## src/rtl/bss_pkg.sv

```systemverilog
// package: widths, lane and burst constants, cycle kinds and carrier structs for the burst sram front end
package bss_pkg;
    localparam int ADDR_W      = 20;
    localparam int LANES       = 4;
    localparam int BURST_W     = 2;
    localparam int SYNC_STAGES = 2;
    localparam logic [LANES-1:0] ALL_LANES = 4'hf;
    localparam logic [LANES-1:0] NO_LANES  = 4'h0;
    localparam logic [BURST_W-1:0] BURST_ZERO = 2'h0;
    localparam logic [BURST_W-1:0] BURST_ONE  = 2'h1;

    typedef enum logic [1:0] {
        BSS_IDLE  = 2'b00,
        BSS_READ  = 2'b01,
        BSS_WRITE = 2'b10
    } bss_cycle_t;

    // synchronous inputs from the bus master, all active low except select_depth_hi
    typedef struct packed {
        logic [ADDR_W-1:0] addr;
        logic              cpu_addr_strobe_n;
        logic              ctl_addr_strobe_n;
        logic              burst_step_n;
        logic              select_pipe_n;
        logic              select_depth_hi;
        logic              select_depth_lo_n;
        logic              all_bytes_write_n;
        logic              lane_write_enable_n;
        logic [LANES-1:0]  lane_write_sel_n;
    } bss_ctl_t;

    // what the array side sees each cycle
    typedef struct packed {
        logic [ADDR_W-1:0] addr;
        logic [LANES-1:0]  lane_write;
        logic              read_issue;
        logic              selected;
    } bss_access_t;
endpackage : bss_pkg

```

## src/rtl/bss_front.sv

```systemverilog
// control and address capture front end of a pipelined burst sram
module bss_front
    import bss_pkg::*;
(
    input  wire logic                  mclk,
    input  wire logic                  sys_rst,
    input  wire logic                  clk_en,
    input  wire bss_pkg::bss_ctl_t     ctl,
    input  wire logic                  out_enable_n,
    input  wire logic                  burst_order_strap,
    input  wire logic [31:0]           array_rdata,
    input  wire logic [31:0]           data_in,
    output logic                       burst_interleaved,
    output bss_pkg::bss_access_t       access,
    output logic [31:0]                wdata,
    output logic [31:0]                data_out,
    output logic [LANES-1:0]           data_oe
);
    import bss_pkg::*;

    // ************************************************************
    // state
    // ************************************************************
    typedef struct packed {
        logic [ADDR_W-1:0]  base;
        logic [BURST_W-1:0] count;
        logic               selected;
        bss_cycle_t         cycle;
        logic               first_read;
        logic               order_valid;
        logic [1:0]         order_wait;
        logic               interleaved;
        bss_access_t        access;
        logic [31:0]        wdata;
        logic [31:0]        dout;
        logic [LANES-1:0]   oe;
        logic               read_pend;
    } bss_state_t;

    bss_state_t state;
    bss_state_t next_state;
    logic [1:0] pins_sync;
    logic       oe_n_s;
    logic       strap_s;

    // ************************************************************
    // asynchronous pins
    // ************************************************************
    bss_sync #(.WIDTH(2)) u_sync (
        .mclk        (mclk),
        .sys_rst     (sys_rst),
        .clk_en      (clk_en),
        .reset_value (2'h3),
        .async_in    ({out_enable_n, burst_order_strap}),
        .sync_out    (pins_sync)
    );
    assign oe_n_s  = pins_sync[1];
    assign strap_s = pins_sync[0];

    // ************************************************************
    // helpers
    // ************************************************************
    function automatic logic [BURST_W-1:0] burst_addr(input logic [BURST_W-1:0] start,
                                                     input logic [BURST_W-1:0] cnt,
                                                     input logic               ilv);
        // interleaved xors the step, linear adds it with wrap
        burst_addr = ilv ? (start ^ cnt) : BURST_W'(start + cnt);
    endfunction

    function automatic logic [LANES-1:0] lanes_written(input bss_ctl_t c);
        if (!c.all_bytes_write_n) begin
            lanes_written = ALL_LANES;
        end else if (!c.lane_write_enable_n) begin
            lanes_written = ~c.lane_write_sel_n;
        end else begin
            lanes_written = NO_LANES;
        end
    endfunction

    // ************************************************************
    // next state
    // ************************************************************
    logic             cpu_take;
    logic             ctl_take;
    logic             sel_now;
    logic [LANES-1:0] lw_now;

    always_comb begin
        next_state = state;
        sel_now    = !ctl.select_pipe_n && ctl.select_depth_hi && !ctl.select_depth_lo_n;
        // pipe select high blanks the cpu strobe entirely
        cpu_take   = !ctl.cpu_addr_strobe_n && !ctl.select_pipe_n;
        // cpu strobe with pipe select low means the controller strobe is not looked at
        // controller strobe yields only to a cpu strobe that counts
        ctl_take   = !ctl.ctl_addr_strobe_n && !cpu_take;
        lw_now     = lanes_written(ctl);
        if (clk_en) begin
            // strap caught once after reset, kept static
            // wait out the synchroniser before trusting the strap
            if (!state.order_valid) begin
                if (state.order_wait == 2'(SYNC_STAGES)) begin
                    next_state.order_valid = 1'b1;
                    next_state.interleaved = strap_s;
                end else begin
                    next_state.order_wait = state.order_wait + 2'h1;
                end
            end
            next_state.access.read_issue = 1'b0;
            next_state.access.lane_write = NO_LANES;
            next_state.first_read        = 1'b0;
            if (cpu_take || ctl_take) begin
                // chip enables only sampled on a load edge
                next_state.selected = sel_now;
                if (sel_now) begin
                    next_state.base  = ctl.addr;
                    next_state.count = BURST_ZERO;
                    // cpu-started cycles are always reads; writes follow later
                    if (ctl_take && (lw_now != NO_LANES)) begin
                        next_state.cycle = BSS_WRITE;
                    end else begin
                        next_state.cycle = BSS_READ;
                    end
                    next_state.first_read = !state.selected;
                end else begin
                    next_state.cycle = BSS_IDLE;
                end
            end else if (state.selected && !ctl.burst_step_n) begin
                next_state.count = BURST_W'(state.count + BURST_ONE);
                next_state.cycle = (lw_now != NO_LANES) ? BSS_WRITE : BSS_READ;
            end else if (state.selected && (lw_now != NO_LANES)) begin
                next_state.cycle = BSS_WRITE;
            end else begin
                // suspended edge issues nothing; dout still takes the read issued one edge earlier
                next_state.cycle = BSS_IDLE;
            end
            next_state.access.selected = next_state.selected;
            next_state.access.addr = {next_state.base[ADDR_W-1:BURST_W],
                burst_addr(next_state.base[BURST_W-1:0], next_state.count, next_state.interleaved)};
            if (next_state.selected) begin
                next_state.access.read_issue = (next_state.cycle == BSS_READ);
                next_state.access.lane_write = (next_state.cycle == BSS_WRITE) ? lw_now : NO_LANES;
            end
            next_state.wdata     = data_in;
            // array answers for the address registered one edge earlier
            // first read out of deselect never arms the drive
            next_state.read_pend = state.access.read_issue && !state.first_read;
            if (state.access.read_issue) begin
                next_state.dout = array_rdata;
            end
            // output control is a level here; first read clock masked
            next_state.oe = (!oe_n_s && state.read_pend) ? ALL_LANES : NO_LANES;
        end
    end

    always_ff @(posedge mclk) begin
        if (sys_rst) begin
            state <= '{base: '0, count: BURST_ZERO, selected: 1'b0, cycle: BSS_IDLE, first_read: 1'b0,
                       order_valid: 1'b0, order_wait: 2'h0, interleaved: 1'b1, access: '0, wdata: '0, dout: '0,
                       oe: NO_LANES, read_pend: 1'b0};
        end else begin
            state <= next_state;
        end
    end

    assign burst_interleaved = state.interleaved;
    assign access            = state.access;
    assign wdata             = state.wdata;
    assign data_out          = state.dout;
    assign data_oe           = state.oe;

    // ************************************************************
    // checks
    // ************************************************************
    property p_load_addr;
        @(posedge mclk) disable iff (sys_rst)
        (clk_en && !ctl.cpu_addr_strobe_n && !ctl.select_pipe_n && ctl.select_depth_hi && !ctl.select_depth_lo_n)
            |=> (state.base == $past(ctl.addr) && state.count == BURST_ZERO);
    endproperty
    a_load_addr: assert property (p_load_addr) else $error("address not loaded on cpu strobe");

    property p_cpu_ignored;
        @(posedge mclk) disable iff (sys_rst)
        (clk_en && !ctl.cpu_addr_strobe_n && ctl.select_pipe_n && ctl.ctl_addr_strobe_n)
            |=> $stable(state.selected) && $stable(state.base);
    endproperty
    a_cpu_ignored: assert property (p_cpu_ignored) else $error("cpu strobe acted with pipe select high");

    property p_step;
        @(posedge mclk) disable iff (sys_rst)
        (clk_en && state.selected && ctl.cpu_addr_strobe_n && ctl.ctl_addr_strobe_n && !ctl.burst_step_n)
            |=> state.count == BURST_W'($past(state.count) + BURST_ONE);
    endproperty
    a_step: assert property (p_step) else $error("burst counter did not step");

    property p_hold;
        @(posedge mclk) disable iff (sys_rst)
        (clk_en && ctl.cpu_addr_strobe_n && ctl.ctl_addr_strobe_n)
            |=> $stable(state.selected) && $stable(state.base);
    endproperty
    a_hold: assert property (p_hold) else $error("chip enables used without load");

    property p_global;
        @(posedge mclk) disable iff (sys_rst)
        (clk_en && state.selected && !ctl.all_bytes_write_n && ctl.cpu_addr_strobe_n
            && (ctl.ctl_addr_strobe_n || sel_now)) |=> access.lane_write == ALL_LANES;
    endproperty
    a_global: assert property (p_global) else $error("all-bytes write missed a lane");

    property p_lane;
        @(posedge mclk) disable iff (sys_rst)
        (clk_en && ctl.all_bytes_write_n && ctl.lane_write_enable_n) |=> access.lane_write == NO_LANES;
    endproperty
    a_lane: assert property (p_lane) else $error("lane written without lane enable");

    property p_first_mask;
        @(posedge mclk) disable iff (sys_rst)
        (clk_en && state.first_read ##1 clk_en) |=> data_oe == NO_LANES;
    endproperty
    a_first_mask: assert property (p_first_mask) else $error("first read clock drove data");

    property p_oe_off;
        @(posedge mclk) disable iff (sys_rst)
        (clk_en && oe_n_s) |=> data_oe == NO_LANES;
    endproperty
    a_oe_off: assert property (p_oe_off) else $error("data driven with output control high");

    property p_rdata;
        @(posedge mclk) disable iff (sys_rst)
        (clk_en && access.read_issue) |=> data_out == $past(array_rdata);
    endproperty
    a_rdata: assert property (p_rdata) else $error("read data not from previous address");

    property p_priority;
        @(posedge mclk) disable iff (sys_rst)
        (clk_en && !ctl.cpu_addr_strobe_n && !ctl.ctl_addr_strobe_n && !ctl.select_pipe_n && ctl.select_depth_hi
            && !ctl.select_depth_lo_n) |=> state.cycle == BSS_READ;
    endproperty
    a_priority: assert property (p_priority) else $error("controller strobe acted beside cpu strobe");
endmodule // bss_front

```

## src/rtl/bss_sync.sv

```systemverilog
// two-flop synchroniser for the asynchronous pin levels
module bss_sync #(
    parameter int WIDTH = 2
) (
    input  wire logic             mclk,
    input  wire logic             sys_rst,
    input  wire logic             clk_en,
    input  wire logic [WIDTH-1:0] reset_value,
    input  wire logic [WIDTH-1:0] async_in,
    output logic      [WIDTH-1:0] sync_out
);
    typedef struct packed {
        logic [WIDTH-1:0] meta;
        logic [WIDTH-1:0] stable;
    } bss_sync_state_t;

    bss_sync_state_t state;
    bss_sync_state_t next_state;

    if (WIDTH < 1) begin : g_width_check
        $error("bss_sync: width must be at least one");
    end

    always_comb begin
        next_state = state;
        if (clk_en) begin
            next_state.meta   = async_in;
            next_state.stable = state.meta;
        end
    end

    // reset value is a strap default wire, held constant by the parent
    always_ff @(posedge mclk) begin
        if (sys_rst) begin
            state <= '{meta: reset_value, stable: reset_value};
        end else begin
            state <= next_state;
        end
    end

    assign sync_out = state.stable;
endmodule // bss_sync

```

## config.mk

```make
export PLATFORM = sky130hd
export DESIGN_NAME = bss_front
export DESIGN_NICKNAME = d
export VERILOG_FILES = /design/src/rtl/bss_pkg.sv /design/src/rtl/bss_front.sv /design/src/rtl/bss_sync.sv
export SDC_FILE = /design/constraint.sdc
export NUM_CORES = 1
export LEC_CHECK = 0
export ABC_AREA = 1
export BUFFER_PORTS_ARGS = -buffer_cell sky130_fd_sc_hd__buf_2
export CAP_MARGIN = 30
export CORE_MARGIN = 2
export CORE_UTILIZATION = 45
export DETAILED_ROUTE_END_ITERATION = 8
export PLACE_DENSITY = 0.84
export SLEW_MARGIN = 20
export SYNTH_ARGS = -nofsm -noshare
export SYNTH_HDL_FRONTEND = slang
export SYNTH_HIERARCHICAL = 1
export SYNTH_SLANG_ARGS = --single-unit
```

## constraint.sdc

```tcl
create_clock -name mclk -period 4.2 [get_ports mclk]
set_clock_uncertainty 0.05 [all_clocks]
set_input_delay 0.42 -clock mclk [delete_from_list [all_inputs] [get_ports mclk]]
set_output_delay 0.42 -clock mclk [all_outputs]
set_load 0.005 [all_outputs]
```

# [Word-level counts from Yosys, hierarchy flattened]
# Cells that the tools add are included.
[totals] ff_bits=126 inputBits=101 output_inout_bits=95 elab_cells=76
[classes] n_addsub=3 eq_ne=5 mux=28 bitwise_logic=2 reduce_logical=22
[ops] cell="20-bit two-way mux" count=2
[ops] cell="2-bit two-way mux" count=12
[ops] cell="4-bit two-way mux" count=6
[ops] cell="22-bit two-way mux" count=1
[ops] cell="1-bit logical AND" count=9
[ops] cell="1-bit logical NOT" count=9
[ops] cell="1-bit two-way mux" count=6
[ops] cell="5-bit two-way mux" count=1
[ops] cell="2-bit by 1-bit adder with 2-bit output, second input constant" count=2
[ops] cell="2-bit == test, second input constant" count=2
[ops] cell="2-bit != test, second input constant" count=2
[ops] cell="4-bit inverter" count=1
[ops] cell="4-bit nonzero test" count=1
[ops] cell="3-bit AND reduction" count=1
[ops] cell="2-bit adder" count=1
[ops] cell="2-bit by 1-bit == test with 1-bit output, second input constant" count=1
[ops] cell="2-bit AND reduction" count=1
[ops] cell="2-bit bitwise XOR" count=1
[ops] cell="1-bit logical OR" count=1

# [Logic depth before layout (Yosys ltp)]
[logic_depth] word_depth=12 mapped_depth=15 depth_no_buf=15

# [Hierarchy]
# The synthesis kept the hierarchy.
[by_module_without_submodules] mod="bss_front" n_inst=1 cells_per_inst=608 area_per_inst_um2=4563.1 seq_area_each_um2=2021.9
[by_module_without_submodules] mod="bss_sync" n_inst=1 cells_per_inst=16 area_per_inst_um2=167.7 seq_area_each_um2=120.1

# [Worst setup path after synthesis]
# OpenSTA, ideal clock, no wires.
[synth_path] kind="input port to flip-flop" from="input port ctl[8] (netlist bit)" to="register state (netlist bit access[7])" setup_ns=0.119 arrival_time_ns=1.646 required_ns=4.031 path_slack_ns=2.384 cell_stages=15 path_buffers=0 cell_sequence="inv_2 -> nand2_2 -> nor2_4 -> nand2_4 -> inv_1 -> nor2_1 -> o21ai_0 -> inv_1 -> ha_1 -> nand2_1 -> inv_1 -> nand3_1 -> nand3_1 -> nand2_1 -> a21oi_1"
[synth_between] elab_chain_cells=9 elab_cells_between_ends=15 cone_classes="1 x add/sub; 6 x mux; 1 x bitwise; 7 x reduce/logical"
[synth_rtl] element="start: declaration" line="bss_front.sv:8" rtl="input wire bss_pkg::bss_ctl_t ctl,"
[synth_rtl] element="1-bit logical NOT (*)" line="bss_front.sv:90, bss_front.sv:92"
[synth_rtl] element="1-bit logical AND" line="bss_front.sv:92" rtl="cpu_take = !ctl.cpu_addr_strobe_n && !ctl.select_pipe_n;"
[synth_rtl] element="1-bit logical NOT" line="bss_front.sv:95" rtl="ctl_take = !ctl.ctl_addr_strobe_n && !cpu_take;"
[synth_rtl] element="1-bit logical AND" line="bss_front.sv:95"
[synth_rtl] element="1-bit logical OR" line="bss_front.sv:111" rtl="if (cpu_take || ctl_take) begin"
[synth_rtl] element="20-bit two-way mux / 2-bit two-way mux (equally long branches)" line="bss_front.sv:111"
[synth_rtl] element="20-bit two-way mux / 2-bit two-way mux (equally long branches)" line="bss_front.sv:97" rtl="if (clk_en) begin"
[synth_rtl] element="2-bit adder / 2-bit bitwise XOR (equally long branches)" line="bss_front.sv:67" rtl="burst_addr = ilv ? (start ^ cnt) : BURST_W'(start + cnt);"
[synth_rtl] element="2-bit two-way mux (*)" line="bss_front.sv:67"
[synth_rtl] element="end signal: assignment" line="bss_front.sv:157" rtl="state <= '{base: '0, count: BURST_ZERO, selected: 1'b0, cycle: BSS_IDLE, first_read: 1'b0,"
[synth_rtl] element="end signal: assignment" line="bss_front.sv:161" rtl="state <= next_state;"
[synth_rtl] element="end: declaration" line="bss_front.sv:40" rtl="bss_state_t state;"
# Mark *: on every way between the ends. The rest lies on a longest branch, timed or not. The select of a mux whose other input is x is not followed.
# A chain may end at the register's enable or synchronous reset.

==> results by stage <==
Critical path:
- In this run the number of cells on the critical path is 13.
- The cell type group with the largest total delay on the critical path is simple AND/OR/NAND/NOR gates.
- The launching element of the worst setup path is access[0]$_SDFFE_PP0P_.
- The worst reg2reg path depth is 13.
- The setup check on the worst reg-to-reg path leaves a slack of 2.43 ns.
- The reg-to-reg endpoint is access[7]$_SDFFE_PP0P_.
- Among all stages on the critical path, the largest delay is contributed by dfxtp_1.
- The startpoint identified for the worst register-to-register timing path is access[0]$_SDFFE_PP0P_.
- The signal on the critical path passes through inv_1 -> nor2_1 -> inv_1 -> nor2_1 -> o21ai_0 -> inv_1 -> ha_1 -> nand2_1 -> inv_1 -> nand3_1 -> nand3_1 -> nand2_1 -> a21oi_1.
- The largest single stage delay on the critical path is between 0.3 and 0.4 ns.
- The worst setup path is captured at a flop.
- STA puts the critical path data required time at 4.40 ns.
- The critical path in this run is classified as flop to flop.
- The arrival time at the worst endpoint is 1.96 ns.
- The most critical setup path has its endpoint at access[7]$_SDFFE_PP0P_.
- The sort of element at the start of the critical path is a flop.
- Together, buffers and inverters on the worst path number 4.
- The peak fanout along the critical path is 5.
- By instance count, the cell type seen most on the critical path is inv_1.

Finish:
- The non-filler instance count after layout is 854.
- The share of post-route cells with drive strength above 1 is 32.0%.
- The number of nets in the layout is around 800.
- Compared with the post-synthesis result, the final layout area differs by 11.3%.
- The total inserted antenna cells is 0.

Route:
- The average routed wire per standard cell is 12.0 um.
- Wires add up to 10200 um.
- The pre-antenna-repair detailed-routing pass consisted of 4 iterations.
- The violation count after the first detailed-route iteration is between 150 and 200.
- The via-per-instance ratio is about 4.6.
- The count of nets left with antenna violations once routing finished came out at 0.
- The routed layout has 3947 vias.
- The detailed-route DRC error count is 0.

Place:
- Summed over all nets, the half-perimeter wirelength after detailed placement is 7350 um.
- At the end of routability-driven placement, the weighted congestion stood at 0.873.
- The post-placement cell count is 838.
- The count of buffers from port buffering is about 200.

Clock tree:
- The clock latency reported for the late side of the worst-skew pair is 0.36 ns.
- The buffer depth of the longest clock path is 2.
- Buffers inserted during clock tree synthesis total 9.
- The clock input transition at the sequential cells of the worst setup and hold paths is around 0.10 ns.
- The sink count of the clock tree is 105.
- In this run the post-CTS setup repair buffer count came out at 0.
- The TritonCTS clock tree is yes.
- After clock tree synthesis, the flow added hold-fix buffers numbering 0.
- Gates resized during post-CTS repair numbered 0.
- The CTS root buffer is clkbuf_8.
- The number of H-tree levels is 3.

Synthesis:
- The post-synthesis xor/xnor area fraction is 0%.
- Of the total synthesized cell area, the portion taken by full adders, half adders and majority gates is 0.529%.
- The sequential area share after synthesis is 45.3%.
- Summed over all instances, the cell type with the most area after synthesis is dfxtp_1.
- After synthesis, the cell types taking the most area are dfxtp_1 (43%), buf_4 (15%), nor2_1 (14%).
- Summing the areas of all compound-gate instances in the mapped netlist gives 12.8% of the synthesized area.
- Measured against the total synthesized area, the mux share comes to 0%.
- Of the total synthesized cell area, the portion taken by AND, OR, NAND and NOR gates is 21.6%.
- The post-synthesis cell type count is 30.
- The synthesis warning total is 6.
- The average instance in the mapped netlist occupies roughly 7.6 um^2.
- Synthesis inferred approximately 110 register bits.
- By area, the combinational part of the netlist is dominated by simple AND/OR/NAND/NOR gates.
- The cell area that synthesis handed to floorplanning was about 4700 um^2.
- The share of the synthesized area in the top cell type is between 40% and 50%.
- The post-synthesis instance total is 624.

Pwr:
- Across the VDD grid, the largest voltage drop is around 0.00016 V.
- In this run the power density over the cells is 351 nW/um^2.
- The analysis attributes to cell leakage a power of around 0.0027 uW.

Global routing:
- The via count of the first global-routing pass is 3680.
- The first-pass GRT wire length is 16800 um.
- The total congestion overflow is 0.
- The largest net degree at the start of global routing is 66.
- The overall fraction of global-route tracks in use is 18.2%.
- The number of antenna violations at the first check in global routing is 0.

STA:
- Setup repair after global routing left no endpoint under its margin.
- Setup violations remaining at the end of the flow were counted as 0.
- The number of hold violations in the final report is 0.
- The headroom to the max-slew limit is 41.6%.
- The smallest clock period supported by the final layout is computed as 1.77 ns.
- In the final timing run, aggregate negative setup slack is 0 ns.
- At the pin with the least slew margin, the transition time is approximately 0.9 ns.
- The post-route worst hold slack is between 0.2 and 0.25 ns.
- The worst path uses 42.1% of the clock period.
- The timing-limited maximum frequency is between 0.5 and 0.6 GHz.
- The number of pins with negative max-slew slack in the final report is 0.

Outcome:
- The flow ran to the end, and the final reports show no timing, DRC or antenna violations.

Floorplan:
- The die is 107 um wide.
- The floorplan has 37 rows.
- Once the floorplan was initialized, standard cells occupied 46.0% of the core.
- The placeable core area is 10300 um^2.
- The die outline area is 11300 um^2.
- 196 I/O pins were placed.
- The overall die height is 107 um.

Worst hold path:
- The worst hold path class is input port to flop.

Job:
- The total of max-cap violations is 0.
[power by group]
group	leakage (uW)	switching (uW)	internal, uW
sequential	0.000866	17.6	1040
clock	0.0000976	352	240
combinational	0.00171	110	89.0
total	0.00268	480	1370
[synth_stat cells]
| library cell | count |
|---|---|
| a211oi_1 | 1 |
| a21oi_1 | 15 |
| a2bb2oi_1 | 1 |
| a311oi_1 | 1 |
| buf_2 | 5 |
| buf_4 | 94 |
| buf_6 | 3 |
| clkbuf_1 | 20 |
| conb_1 | 1 |
| dfxtp_1 | 101 |
| edfxtp_1 | 4 |
| ha_1 | 2 |
| inv_1 | 21 |
| inv_2 | 2 |
| inv_4 | 1 |
| nand2_1 | 47 |
| nand2_2 | 1 |
| nand2_4 | 1 |
| nand3_1 | 13 |
| nand4_1 | 1 |
| nor2_1 | 182 |
| nor2_2 | 4 |
| nor2_4 | 1 |
| nor2_8 | 1 |
| o211ai_1 | 1 |
| o21ai_0 | 84 |
| o21ai_1 | 12 |
| o21ai_4 | 1 |
| or2_1 | 1 |
| or2_2 | 2 |
[cell families (layout without fill, tap and decap cells)]
kind of cell / after synthesis / after routing
AND/OR/NAND/NOR: 254 / 254
buffers and inverters: 146 / 239
AO/OA/AOI/OAI: 116 / 116
flip-flops: 105 / 105
adder cells (fa/ha/maj): 2 / 2
other: 1 / 2
[worst reg2reg max path: stages, from the launching register on]
cell and delay (ns):
dfxtp_1 0.35, inv_1 0.16, nor2_1 0.09, inv_1 0.10
nor2_1 0.06, o21ai_0 0.20, inv_1 0.07, ha_1 0.17
nand2_1 0.10, inv_1 0.06, nand3_1 0.06, nand3_1 0.06
nand2_1 0.07, a21oi_1 0.06
[stage by stage]
stage	instance area (um^2)	power (uW)	setup slack (ns)	utilization, %
after detailed placement	5080	1280	2.06	49.4
after CTS	5270	1870	2.44	51.2
final	5270	1850	2.43	51.2
after global routing	5270	1950	2.10	51.2
after floorplan	4730	1220	2.38	-
after global placement	5060	1280	2.13	49.3
[sequential cells by signal (all words and copies together) (netlist names)]
name and count:
access 8, burst_interleaved 1, data_oe 1, data_out 32, state 27, u_sync/state 2
u_sync/sync_out 2, wdata 32
[area by class of cell]
| cell class | count | area (um^2) |
|---|---|---|
| Multi-Input combinational cell | 374 | 1660 |
| Clock inverter | 6 | 48.8 |
| Fill cell | 1043 | 5010 |
| Inverter | 24 | 92.6 |
| Timing Repair Buffer | 199 | 1010 |
| Clock buffer | 10 | 138 |
| Tap cell | 136 | 170 |
| Sequential cell | 105 | 2140 |
[cells in the final DEF, fill, tap and decap left out, drive strengths merged, types with 4 or more instances in the layout]
cell and n:
o21ai 97, inv 27, clkbuf 10, a21oi 15, dfxtp 101, nand3 13, nand2 49, nor2 188
edfxtp 4, buf 199
[worst min-delay path by stage]
stage	slack, ns	cells after the start	startpoint	endpoint
global route	0.20	3	data_in[21]	wdata[21]$_SDFFE_PP0P_
finish	0.22	3	data_in[21]	wdata[21]$_SDFFE_PP0P_
detailed placement	0.41	2	access[3]$_SDFFE_PP0P_	access[3]$_SDFFE_PP0P_
floorplan	0.40	2	access[2]$_SDFFE_PP0P_	access[2]$_SDFFE_PP0P_
global placement	0.41	2	access[3]$_SDFFE_PP0P_	access[3]$_SDFFE_PP0P_
CTS	0.21	3	data_in[25]	wdata[25]$_SDFFE_PP0P_
[layer usage]
metal	wire, um	vias to the layer above	part of all wire [%]	GRT usage (%)
met5	0	-	0	0
met4	178	0	1.7	5.47
met1	4530	1760	44	21.5
met2	4880	115	48	31.5
li1	-	2056	-	-
met3	638	16	6.2	6.01
(Power assumes the default switching activity.)
